[config.mk]
export PLATFORM = sky130hd
export DESIGN_NAME = aec_ctrl
export DESIGN_NICKNAME = d
export VERILOG_FILES = /design/src/aec_pkg.sv /design/src/aec_ctrl.sv
export SDC_FILE = /design/constraint.sdc
export NUM_CORES = 2
export LEC_CHECK = 0
export BUFFER_PORTS_ARGS = -buffer_cell sky130_fd_sc_hd__buf_2
export CORE_ASPECT_RATIO = 1.4
export CORE_UTILIZATION = 60
export DETAILED_ROUTE_END_ITERATION = 8
export GPL_TIMING_DRIVEN = 0
export PLACE_DENSITY = 0.74
export SLEW_MARGIN = 10
export SYNTH_ARGS = -nofsm -noshare
export SYNTH_HDL_FRONTEND = slang
export SYNTH_SLANG_ARGS = --single-unit
[constraint.sdc]
create_clock -name clk_i -period 187 [get_ports clk_i]
set_input_delay 37.4 -clock clk_i [delete_from_list [all_inputs] [get_ports clk_i]]
set_output_delay 37.4 -clock clk_i [all_outputs]
set_load 0.01 [all_outputs]
[src/aec_pkg.sv]
// package for the automatic exposure control block: register map, field layouts and constants
package aec_pkg;

  // register byte offsets
  localparam logic [7:0] OFF_CTRL = 8'h00;
  localparam logic [7:0] OFF_TARGET = 8'h04;
  localparam logic [7:0] OFF_EXP_LIM = 8'h08;
  localparam logic [7:0] OFF_GAIN_LIM = 8'h0c;
  localparam logic [7:0] OFF_TGT_LIM = 8'h10;
  localparam logic [7:0] OFF_REGION_OFS = 8'h14;
  localparam logic [7:0] OFF_REGION_SIZE = 8'h18;
  localparam logic [7:0] OFF_STATUS = 8'h1c;
  localparam logic [7:0] OFF_EXP_FIX = 8'h20;

  // control field positions
  localparam int CTRL_EXP_AUTO_LSB = 0;
  localparam int CTRL_GAIN_AUTO_LSB = 2;
  localparam int CTRL_TGT_AUTO_BIT = 4;
  localparam int CTRL_PRIO_BIT = 5;
  localparam int CTRL_LIGHT_LSB = 6;
  localparam int CTRL_METER_LSB = 8;
  localparam int CTRL_OWNER_BIT = 10;
  localparam int CTRL_REGION_USE_BIT = 11;
  localparam int CTRL_DAMP_LSB = 12;
  localparam int CTRL_BIAS_LSB = 16;

  // auto setting, lighting and metering encodings
  typedef enum logic [1:0] {AUTO_OFF = 2'b00, AUTO_ONCE = 2'b01, AUTO_CONT = 2'b10} aec_auto_e;
  typedef enum logic [1:0] {LIGHT_NORMAL = 2'b00, LIGHT_BACK = 2'b01, LIGHT_FRONT = 2'b10} aec_light_e;
  typedef enum logic [1:0] {METER_AVG = 2'b00, METER_SPOT = 2'b01, METER_PART = 2'b10} aec_meter_e;
  typedef enum logic [1:0] {ST_IDLE = 2'b00, ST_ACC = 2'b01, ST_ADJ = 2'b10} aec_state_e;

  // reset values; exposure in us, gain in 0.1 dB, target in percent
  localparam logic [15:0] EXP_MIN_RST = 16'h000a;
  localparam logic [15:0] EXP_MAX_RST = 16'hffff;
  localparam logic [15:0] EXP_FIX_RST = 16'h1388; // 5 ms small exposure
  localparam logic [15:0] GAIN_MIN_RST = 16'h0000;
  localparam logic [15:0] GAIN_MAX_RST = 16'h01b8;
  localparam logic [7:0] TGT_RST = 8'h32;
  localparam logic [7:0] TGT_MIN_RST = 8'h00;
  localparam logic [7:0] TGT_MAX_RST = 8'h64;
  localparam logic [3:0] DAMP_RST = 4'h8; // 8/16 = 0.5
  localparam logic [7:0] PCT_FULL = 8'h64;
  localparam logic [7:0] TOL_PCT = 8'h01; // settled band around the target
  localparam logic [7:0] LIGHT_SHIFT = 8'h0a; // target shift for light modes

  // sensor settings carried out as one group
  typedef struct packed {
    logic [15:0] exposure_us;
    logic [15:0] gain_ddb;
  } aec_sensor_s;

  // one pixel on the statistics stream
  typedef struct packed {
    logic valid;
    logic sof;
    logic eof;
    logic [15:0] x;
    logic [15:0] y;
    logic [7:0] luma;
  } aec_pix_s;

endpackage : aec_pkg

[src/aec_ctrl.sv]
// automatic exposure control loop with its apb register file
`timescale 1ns/1ps

// What this block does
// - acts only when exposure or gain auto
// - steers measured average toward the target
// - continuous target uses user brightness percent
// - target off derives target from modes
// - exposure kept between programmable microsecond bounds
// - gain kept between programmable decibel bounds
// - target clamped between percent bounds
// - damping 0 to 15/16 in sixteenths sets settle speed
// - priority picks which setting moves first
// - gain priority: gain 0, exposure first
// - exposure priority: fixed small exposure, gain first
// - lighting backlight, frontlight, normal; normal default
// - backlight avoids underexposing the subject
// - frontlight avoids overexposing the subject
// - metering average, spot, partial; needs normal
// - average metering weighs all pixels equally
// - spot metering uses centre three percent
// - partial metering uses centre eleven percent
// - measurement region within the captured region
// - host enables region then sets its rectangle
// - brightness bias -3..3 in thirds
module aec_ctrl #(
  parameter int IMG_W = 640,
  parameter int IMG_H = 480
) (
  input wire logic clk_i,
  input wire logic nrst_i,
  input wire logic psel_i,
  input wire logic penable_i,
  input wire logic pwrite_i,
  input wire logic [7:0] paddr_i,
  input wire logic [31:0] pwdata_i,
  output logic [31:0] prdata_o,
  output logic pready_o,
  output logic pslverr_o,
  input wire aec_pkg::aec_pix_s pix_i,
  output aec_pkg::aec_sensor_s sensor_o,
  output logic sensor_upd_o
);
  import aec_pkg::*;

  typedef struct packed {
    aec_auto_e exp_auto;
    aec_auto_e gain_auto;
    logic tgt_cont;
    logic prio_exp;
    aec_light_e light;
    aec_meter_e meter;
    logic owner_ae;
    logic region_use;
    logic [3:0] damp;
    logic signed [4:0] bias;
    logic [7:0] target;
    logic [15:0] exp_min;
    logic [15:0] exp_max;
    logic [15:0] gain_min;
    logic [15:0] gain_max;
    logic [15:0] exp_fix;
    logic [7:0] tgt_min;
    logic [7:0] tgt_max;
    logic [15:0] reg_x;
    logic [15:0] reg_y;
    logic [15:0] reg_w;
    logic [15:0] reg_h;
    aec_state_e state;
    logic [39:0] sum;
    logic [23:0] cnt;
    logic [7:0] meas;
    logic settled;
    logic armed;
    aec_sensor_s sensor;
    logic upd;
    logic [31:0] rdata;
  } aec_state_s;

  aec_state_s q;
  aec_state_s next_q;

  // unsigned fraction of a value; used for damping steps
  function automatic logic [15:0] damp_step(input logic [15:0] v, input logic [3:0] d);
    logic [19:0] p;
    p = 20'(v) * 20'(5'd16 - 5'(d));
    damp_step = p[19:4];
  endfunction : damp_step

  // clamp helper for 16-bit settings
  function automatic logic [15:0] clamp16(input logic [16:0] v, input logic [15:0] lo, input logic [15:0] hi);
    if (v < 17'(lo)) begin
      clamp16 = lo;
    end else if (v > 17'(hi)) begin
      clamp16 = hi;
    end else begin
      clamp16 = v[15:0];
    end
  endfunction : clamp16

  // centred window test: half extents are scaled from the frame size
  function automatic logic in_centre(input logic [15:0] x, input logic [15:0] y, input int num);
    int hw;
    int hh;
    int cx;
    int cy;
    hw = (IMG_W * num) / 200;
    hh = (IMG_H * num) / 200;
    cx = IMG_W / 2;
    cy = IMG_H / 2;
    in_centre = (int'(x) >= cx - hw) && (int'(x) < cx + hw) && (int'(y) >= cy - hh) && (int'(y) < cy + hh);
  endfunction : in_centre

  logic wr;
  logic rd;
  logic active;
  logic in_meter;
  logic in_region;
  logic [7:0] wgt;
  logic [8:0] tgt_raw;
  logic [8:0] tgt_biased;
  logic [7:0] tgt;
  logic [7:0] err;
  logic bright;
  logic [15:0] e_step;
  logic [15:0] g_step;
  logic [16:0] e_new;
  logic [16:0] g_new;
  logic e_auto;
  logic g_auto;

  // apb answers in the access cycle, no wait states
  assign pready_o = 1'b1;
  assign pslverr_o = 1'b0;
  assign prdata_o = q.rdata;
  assign sensor_o = q.sensor;
  assign sensor_upd_o = q.upd;
  assign wr = psel_i & penable_i & pwrite_i;
  assign rd = psel_i & ~penable_i & ~pwrite_i;

  assign e_auto = (q.exp_auto != AUTO_OFF);
  assign g_auto = (q.gain_auto != AUTO_OFF);
  assign active = e_auto | g_auto;

  // metering window; light modes meter the whole region
  always_comb begin
    in_meter = 1'b1;
    if (q.light == LIGHT_NORMAL) begin
      unique case (q.meter)
        METER_SPOT: in_meter = in_centre(pix_i.x, pix_i.y, 17); // 17% per side ~ 3% area
        METER_PART: in_meter = in_centre(pix_i.x, pix_i.y, 33); // 33% per side ~ 11% area
        default: in_meter = 1'b1;
      endcase
    end
    // rectangle only when owned by exposure and enabled
    in_region = 1'b1;
    if (q.owner_ae && q.region_use) begin
      in_region = (pix_i.x >= q.reg_x) && (17'(pix_i.x) < 17'(q.reg_x) + 17'(q.reg_w)) &&
                  (pix_i.y >= q.reg_y) && (17'(pix_i.y) < 17'(q.reg_y) + 17'(q.reg_h));
    end
    // backlight counts dark pixels double, frontlight bright ones
    wgt = 8'h01;
    if (q.light == LIGHT_BACK && pix_i.luma < 8'h80) begin
      wgt = 8'h02;
    end else if (q.light == LIGHT_FRONT && pix_i.luma >= 8'h80) begin
      wgt = 8'h02;
    end
  end

  // target choice, bias and clamp
  always_comb begin
    if (q.tgt_cont) begin
      tgt_raw = 9'(q.target);
    end else begin
      unique case (q.light)
        LIGHT_BACK: tgt_raw = 9'(TGT_RST) + 9'(LIGHT_SHIFT);
        LIGHT_FRONT: tgt_raw = 9'(TGT_RST) - 9'(LIGHT_SHIFT);
        default: tgt_raw = 9'(TGT_RST);
      endcase
    end
    // one third stop taken as about 4 percent of full scale
    tgt_biased = 9'(signed'(10'(tgt_raw)) + 10'(q.bias) * 10'sd4);
    if (tgt_biased[8]) begin
      tgt = 8'h00;
    end else if (tgt_biased[7:0] > PCT_FULL) begin
      tgt = PCT_FULL;
    end else begin
      tgt = tgt_biased[7:0];
    end
    if (tgt < q.tgt_min) begin
      tgt = q.tgt_min;
    end else if (tgt > q.tgt_max) begin
      tgt = q.tgt_max;
    end
    bright = q.meas > tgt;
    err = bright ? q.meas - tgt : tgt - q.meas;
  end

  // main next-state process
  always_comb begin
    next_q = q;
    next_q.upd = 1'b0;
    e_step = 16'h0000;
    g_step = 16'h0000;
    e_new = 17'(q.sensor.exposure_us);
    g_new = 17'(q.sensor.gain_ddb);
    // register writes
    if (wr) begin
      unique case (paddr_i)
        OFF_CTRL: begin
          next_q.exp_auto = aec_auto_e'(pwdata_i[CTRL_EXP_AUTO_LSB +: 2]);
          next_q.gain_auto = aec_auto_e'(pwdata_i[CTRL_GAIN_AUTO_LSB +: 2]);
          next_q.tgt_cont = pwdata_i[CTRL_TGT_AUTO_BIT];
          next_q.prio_exp = pwdata_i[CTRL_PRIO_BIT];
          next_q.light = aec_light_e'(pwdata_i[CTRL_LIGHT_LSB +: 2]);
          if (aec_light_e'(pwdata_i[CTRL_LIGHT_LSB +: 2]) == LIGHT_NORMAL) begin
            next_q.meter = aec_meter_e'(pwdata_i[CTRL_METER_LSB +: 2]);
          end
          next_q.owner_ae = pwdata_i[CTRL_OWNER_BIT];
          next_q.region_use = pwdata_i[CTRL_REGION_USE_BIT];
          next_q.damp = pwdata_i[CTRL_DAMP_LSB +: 4];
          if ($signed(pwdata_i[CTRL_BIAS_LSB +: 5]) >= -5'sd9 && $signed(pwdata_i[CTRL_BIAS_LSB +: 5]) <= 5'sd9) begin
            next_q.bias = pwdata_i[CTRL_BIAS_LSB +: 5];
          end
        end
        OFF_TARGET: next_q.target = (pwdata_i[7:0] > PCT_FULL) ? PCT_FULL : pwdata_i[7:0];
        OFF_EXP_LIM: begin
          next_q.exp_min = pwdata_i[15:0];
          next_q.exp_max = pwdata_i[31:16];
        end
        OFF_GAIN_LIM: begin
          next_q.gain_min = pwdata_i[15:0];
          next_q.gain_max = pwdata_i[31:16];
        end
        OFF_TGT_LIM: begin
          next_q.tgt_min = pwdata_i[7:0];
          next_q.tgt_max = pwdata_i[15:8];
        end
        OFF_REGION_OFS: begin
          // region must stay inside the captured frame
          next_q.reg_x = (32'(pwdata_i[15:0]) < IMG_W) ? pwdata_i[15:0] : 16'h0000;
          next_q.reg_y = (32'(pwdata_i[31:16]) < IMG_H) ? pwdata_i[31:16] : 16'h0000;
        end
        OFF_REGION_SIZE: begin
          next_q.reg_w = (32'(q.reg_x) + 32'(pwdata_i[15:0]) <= IMG_W) ? pwdata_i[15:0] : 16'(IMG_W - int'(q.reg_x));
          next_q.reg_h = (32'(q.reg_y) + 32'(pwdata_i[31:16]) <= IMG_H) ? pwdata_i[31:16] : 16'(IMG_H - int'(q.reg_y));
        end
        OFF_EXP_FIX: next_q.exp_fix = pwdata_i[15:0];
        default: ;
      endcase
    end
    // register reads, captured in setup so data is ready in access
    next_q.rdata = 32'h0000_0000;
    if (rd) begin
      unique case (paddr_i)
        OFF_CTRL: next_q.rdata = {11'h000, q.bias, q.damp, q.region_use, q.owner_ae, q.meter, q.light,
                                   q.prio_exp, q.tgt_cont, q.gain_auto, q.exp_auto};
        OFF_TARGET: next_q.rdata = {24'h000000, q.target};
        OFF_EXP_LIM: next_q.rdata = {q.exp_max, q.exp_min};
        OFF_GAIN_LIM: next_q.rdata = {q.gain_max, q.gain_min};
        OFF_TGT_LIM: next_q.rdata = {16'h0000, q.tgt_max, q.tgt_min};
        OFF_REGION_OFS: next_q.rdata = {q.reg_y, q.reg_x};
        OFF_REGION_SIZE: next_q.rdata = {q.reg_h, q.reg_w};
        OFF_STATUS: next_q.rdata = {7'h00, q.settled, tgt, q.meas, 6'h00, q.state};
        OFF_EXP_FIX: next_q.rdata = {16'h0000, q.exp_fix};
        default: next_q.rdata = 32'h0000_0000;
      endcase
    end
    // frame statistics and loop update
    unique case (q.state)
      ST_IDLE: begin
        if (active && pix_i.valid && pix_i.sof) begin
          next_q.state = ST_ACC;
          next_q.sum = (in_meter && in_region) ? 40'(pix_i.luma) * 40'(wgt) : 40'h0; // first pixel counts too
          next_q.cnt = (in_meter && in_region) ? 24'(wgt) : 24'h0;
        end
      end
      ST_ACC: begin
        if (pix_i.valid && in_meter && in_region) begin
          next_q.sum = q.sum + 40'(pix_i.luma) * 40'(wgt);
          next_q.cnt = q.cnt + 24'(wgt);
        end
        if (pix_i.valid && pix_i.eof) begin
          next_q.state = ST_ADJ;
        end
      end
      ST_ADJ: begin
        // average scaled to percent of full scale
        next_q.meas = (q.cnt == 24'h0) ? 8'h00 : 8'((q.sum * 40'(PCT_FULL)) / (40'(q.cnt) * 40'hff));
        next_q.state = ST_IDLE;
        next_q.armed = 1'b1;
      end
      default: next_q.state = ST_IDLE;
    endcase
    // one damped step per measured frame; armed keeps a stale measurement from stepping twice
    if (q.state == ST_IDLE && active && q.armed) begin
      next_q.armed = 1'b0;
      if (err <= TOL_PCT) begin
        next_q.settled = 1'b1;
        // once drops back to off at the target
        if (q.exp_auto == AUTO_ONCE) next_q.exp_auto = AUTO_OFF;
        if (q.gain_auto == AUTO_ONCE) next_q.gain_auto = AUTO_OFF;
      end else begin
        e_step = damp_step(q.sensor.exposure_us >> 4, q.damp) * 16'(err) + 16'h0001;
        g_step = damp_step(16'(err) * 16'h0002, q.damp) + 16'h0001;
        e_new = bright ? 17'(q.sensor.exposure_us) - 17'(e_step) : 17'(q.sensor.exposure_us) + 17'(e_step);
        g_new = bright ? 17'(q.sensor.gain_ddb) - 17'(g_step) : 17'(q.sensor.gain_ddb) + 17'(g_step);
        if (e_new[16] && bright) e_new = 17'h0;
        if (g_new[16] && bright) g_new = 17'h0;
        if (e_auto && g_auto) begin
          next_q.sensor.exposure_us = clamp16(17'(q.sensor.exposure_us), q.exp_min, q.exp_max); // narrowed limits
          next_q.sensor.gain_ddb = clamp16(17'(q.sensor.gain_ddb), q.gain_min, q.gain_max);
          if (!q.prio_exp) begin
            // gain stays at its floor until exposure is exhausted
            if (!bright && q.sensor.exposure_us >= q.exp_max) begin
              next_q.sensor.gain_ddb = clamp16(g_new, q.gain_min, q.gain_max);
            end else if (bright && q.sensor.gain_ddb > q.gain_min) begin
              next_q.sensor.gain_ddb = clamp16(g_new, q.gain_min, q.gain_max);
            end else begin
              next_q.sensor.gain_ddb = clamp16(17'h0, q.gain_min, q.gain_max);
              next_q.sensor.exposure_us = clamp16(e_new, q.exp_min, q.exp_max);
            end
          end else begin
            // exposure held short until gain is exhausted
            if (!bright && q.sensor.gain_ddb >= q.gain_max) begin
              next_q.sensor.exposure_us = clamp16(e_new, q.exp_min, q.exp_max);
            end else if (bright && q.sensor.exposure_us > q.exp_fix) begin
              next_q.sensor.exposure_us = clamp16(e_new, q.exp_fix, q.exp_max);
            end else begin
              next_q.sensor.exposure_us = clamp16(17'(q.exp_fix), q.exp_min, q.exp_max);
              next_q.sensor.gain_ddb = clamp16(g_new, q.gain_min, q.gain_max);
            end
          end
        end else if (e_auto) begin
          next_q.sensor.exposure_us = clamp16(e_new, q.exp_min, q.exp_max);
        end else begin
          next_q.sensor.gain_ddb = clamp16(g_new, q.gain_min, q.gain_max);
        end
        next_q.upd = 1'b1;
        next_q.settled = 1'b0; // still outside the band; the next frame end re-arms a step
      end
    end
  end

  // single state register
  always_ff @(posedge clk_i or negedge nrst_i) begin
    if (!nrst_i) begin
      q <= '0;
      q.light <= LIGHT_NORMAL;
      q.meter <= METER_AVG;
      q.damp <= DAMP_RST;
      q.target <= TGT_RST;
      q.exp_min <= EXP_MIN_RST;
      q.exp_max <= EXP_MAX_RST;
      q.gain_min <= GAIN_MIN_RST;
      q.gain_max <= GAIN_MAX_RST;
      q.exp_fix <= EXP_FIX_RST;
      q.tgt_min <= TGT_MIN_RST;
      q.tgt_max <= TGT_MAX_RST;
      q.reg_w <= 16'(IMG_W);
      q.reg_h <= 16'(IMG_H);
      q.sensor.exposure_us <= EXP_FIX_RST;
      q.sensor.gain_ddb <= GAIN_MIN_RST;
    end else begin
      q <= next_q;
    end
  end

endmodule : aec_ctrl

==> metrics.sh <==
GLOBAL_ROUTE.USAGE.MET1=0.452
FLOORPLAN.INITIALDENSITY=0.604
YS_SEQ_ELEMENTS=328
SETUP_VIOL_COUNT_FINAL=0
DIE_WIDTH_UM=350
WORST_SETUP_PATH_ENDPOINT='q[67]'
FAILING_CHECKS='DRC, capacitance limit, slew limit'
SYNTH_FF_TYPE='dfrtp_1'
REG2REGPATHDEPTH=937
MIN-DELAY-PATH-CLASS='reg -> reg'
ARRIVAL_TIME_AT_THE_WORST_ENDPOINT_NS=176.62
FP-ROW-COUNT=178
CRIT_PATH_START='q[75]'
HOLD_PATH.STARTPOINT='q[306]'
CPMOSTUSEDCELL='a21o_1'
YOSYS.AREA.TOP_TYPE='ha_1'
CLOCK_TREE.ROOT_CELL='clkbuf_16'
GROUTE.LAYER.MET3.USAGE=0.116
TIMING.MAX_CAP.VIOLATIONS=2
FINAL_MAX_SLEW_VIOL_COUNT=7
FIRST_GLOBAL_VIAS=109891
REGTOREGSTARTPOINT='q[75]'
PRE_CTS_WS_NS=-3.57
DATA_REQUIRED_TIME_OF_THE_CRITICAL_PATH_NS=187.47
YOSYS.AREA.TOP_TYPE_SHARE=0.187
FIN_WS_NS=10.85
CLKSLEWWORSTSETUPHOLDPATHS_NS=0.07
FINISH.UTILIZATION=0.647
SYNTH_CELL_TYPE_COUNT=168
FILLERS=15283
POST-ROUTE-MIN-PERIOD_NS=176.15
REGTOREGENDPOINT='q[67]'
SYNTH_ENABLE_FLOP_CELLS=0
SYNTH_ASYNC_SR_FLOP_SHARE=1.00
MOST_USED_LAYER_GLOBAL_ROUTE='met2'
GRT_START_MAX_NET_PINS=103
SETUP.WORST_PATH.CLASS='reg -> reg'
MAXSLEWHEADROOM=-0.0377
WORST_SLEW_PIN_SLEW_NS=1.54
YOSYSSEQAREASHARE=0.0815
AVGVIACOUNTPERCELL=6.78
DETAIL-ROUTE-ANTENNA-NETS=0
SHARE_OF_FINAL_LAYOUT_STANDARD_CELLS_STRONGER_THAN_DRIVE_STRENGTH_1=0.0876
WORST-R2R-SETUP-SLACK_NS=10.85
SYNTH_AREA_LEADERS='ha_1 19%, a21oi_1 7.5%, dfrtp_1 7.0%'
POST_DRT_WL_PER_CELL_UM=26.1
PLACEABLECOREAREA_UM2=168000
SYNTHESIS.INSTANCES=13741
SYNTH.AVG_CELL_AREA_UM2=7.38
LAYOUT.CELL_AREA.NON_FILLER_UM2=109000
CLK-INSERTION-DELAY-LATE_NS=0.64
ROUTED_WL_UM=425000
DIEAREA_UM2=171000
FIN_SKEW_NS=0.0513
WIRE_LENGTH_OF_THE_FIRST_GLOBAL_ROUTING_PASS_UM=640000
MOSTFREQUENTLAYOUTCELL='ha_1'
PERIOD_SHARE=0.942
AREA_DELTA_SYNTH_FINAL_PCT=7.15
YS_WARN_COUNT=0
CRITICAL_PATH_BUF_INV_COUNT=119
CRITPATHLAUNCHTYPE='flop'
MAXIMUM_LEVEL_OF_THE_CTS_H_TREE=2
PLACE_AREA_UM2=106000
REPORT.FINAL.HOLD_VIOL_COUNT=0
MOST-COMMON-LAYOUT-CELLS='1515 x ha_1, 1491 x a21oi_1, 1367 x nor2_1, 1037 x inv_1, 953 x nand2_1'
CRITICAL_PATH_PEAK_FANOUT=19
CRITPATHMAXSTAGEDELAY_NS=0.93
DETAILEDPLACEMENTHPWL_UM=342000
IOPINCOUNT=155
GR-TOTAL-OVERFLOW=0
CRITICAL-PATH-SLOWEST-CELL='xnor2_1'
WORST_PATH_DOMINANT_CELL_FAMILY='compound AO/OA/AOI/OAI gates'
DETAILROUTE.VIA_COUNT=110706
ANTENNA_VIOLATIONS_BEFORE_REPAIR=26
CLOCK_TREE_FROM_TRITONCTS='built'
MULTI_INPUT_AREA_UM2=87400
FMAX_MHz=5.68
OUTCOME='finished with violations'
CRIT_CELLS=861
MAX-CLOCK-PATH-BUFFERS=3
FLOORPLAN.DIE.HEIGHT_UM=489
CTS.SINK_COUNT=328
GP_CONGESTION=1.09
SEQ_AREA_UM2=8270
WHS_NS=0.517
GR-USAGE-ALL-LAYERS=0.488
NUM-NETS-FINAL=15895
GR-USAGE-MET2=0.814
POST-ROUTE-DRC-COUNT=3
DETAILEDROUTE.FIRSTPASSITERATIONCOUNT=9
SYNTH.CELL_AREA_UM2=101000
CRIT_PATH_END_KIND='flop'
PORTBUFS=151
NUMCTSBUFFERS=39
DRT_FIRST_ITER_VIOLATIONS=9880
==> routing by layer <==
| metal | part of all wire | up-vias |
|---|---|---|
| li1 | - | 49965 |
| met1 | 0.31 | 51782 |
| met2 | 0.46 | 5980 |
| met3 | 0.078 | 2961 |
| met4 | 0.15 | 18 |
| met5 | 0.00038 | - |
==> cell usage after synthesis, types with 194 or more instances <==
master    number
nor2b_1      203
a21oi_1     1528
clkbuf_1     272
a21o_1       562
nand2_1      956
fa_1         263
o21bai_1     205
xor2_1       306
o21ai_0      761
o21a_1       194
nor2_1      1388
nand3_1      223
and2_1       211
nand4_1      221
xnor2_1      802
inv_1       1059
dfrtp_1      282
ha_1        1516
nand2b_1     272
nor3_1       244
==> repair_timing <==
action / in CTS / in global routing
gates cloned: 0 / 1
buffers inserted: 1 / 51
endpoints found under the hold margin: 0 / 0
gates resized for setup: 22 / 314
endpoints found under the setup margin: 2 / 3
pin swaps: 1 / 23
hold buffers: 0 / 0
==> logic make-up after synthesis <==
logic type                 synth area share
other                             0.0000740
DFF                                  0.0815
muxes                                0.0308
adders and majority gates             0.239
AOI/OAI and AO/OA                     0.272
and+or+nand+nor                       0.213
xor gates and xnor gates             0.0979
buffers and inverters                0.0659
==> worst min-delay path by stage <==
stage              to  slack (ns)  depth (start not counted)
2_1_floorplan   q[66]        0.45                          1
3_3_place_gp   q[306]        0.48                          2
3_5_place_dp   q[306]        0.50                          2
4_1_cts        q[306]        0.51                          2
5_1_grt        q[306]        0.53                          2
6_report       q[306]        0.52                          2
==> worst reg2reg max path: cells and delay by family, from the launching register on <==
| family | cells | cell delay [ns] |
|---|---|---|
| AO/OA/AOI/OAI | 507 | 95.01 |
| AND/OR/NAND/NOR | 243 | 37.96 |
| buffers and inverters | 133 | 23.92 |
| adder cells (fa/ha/maj) | 42 | 14.02 |
| XOR/XNOR | 7 | 2.29 |
| multiplexers | 5 | 1.95 |
| flip-flops | 1 | 0.80 |
==> registers in the layout, indices dropped and copies added (netlist names) <==
| signal | cells |
|---|---|
| sensor_o | 32 |
| q | 263 |
| sensor_upd_o | 1 |
| prdata_o | 32 |
==> stage by stage <==
step,TNS (ns),std cells
after global placement,-11.76,16144
after detailed placement,-4.29,16187
after global routing,-0.417,16313
final,0,16325
after floorplan,0,13743
after CTS,0,16256
==> cell type report <==
cell class / instances / area share
timing repair buffer: 248 / 0.0185
inverter: 1067 / 0.0371
clock buffer: 53 / 0.0105
tap: 2250 / 0.0259
clock inverter: 16 / 0.00153
buffer: 492 / 0.0257
multi-input combinational: 11852 / 0.804
sequential: 328 / 0.0760
antenna: 19 / 0.000437
Power is not shown: default switching activity piles up to over one toggle a cycle in this logic, so the estimate is an artifact.
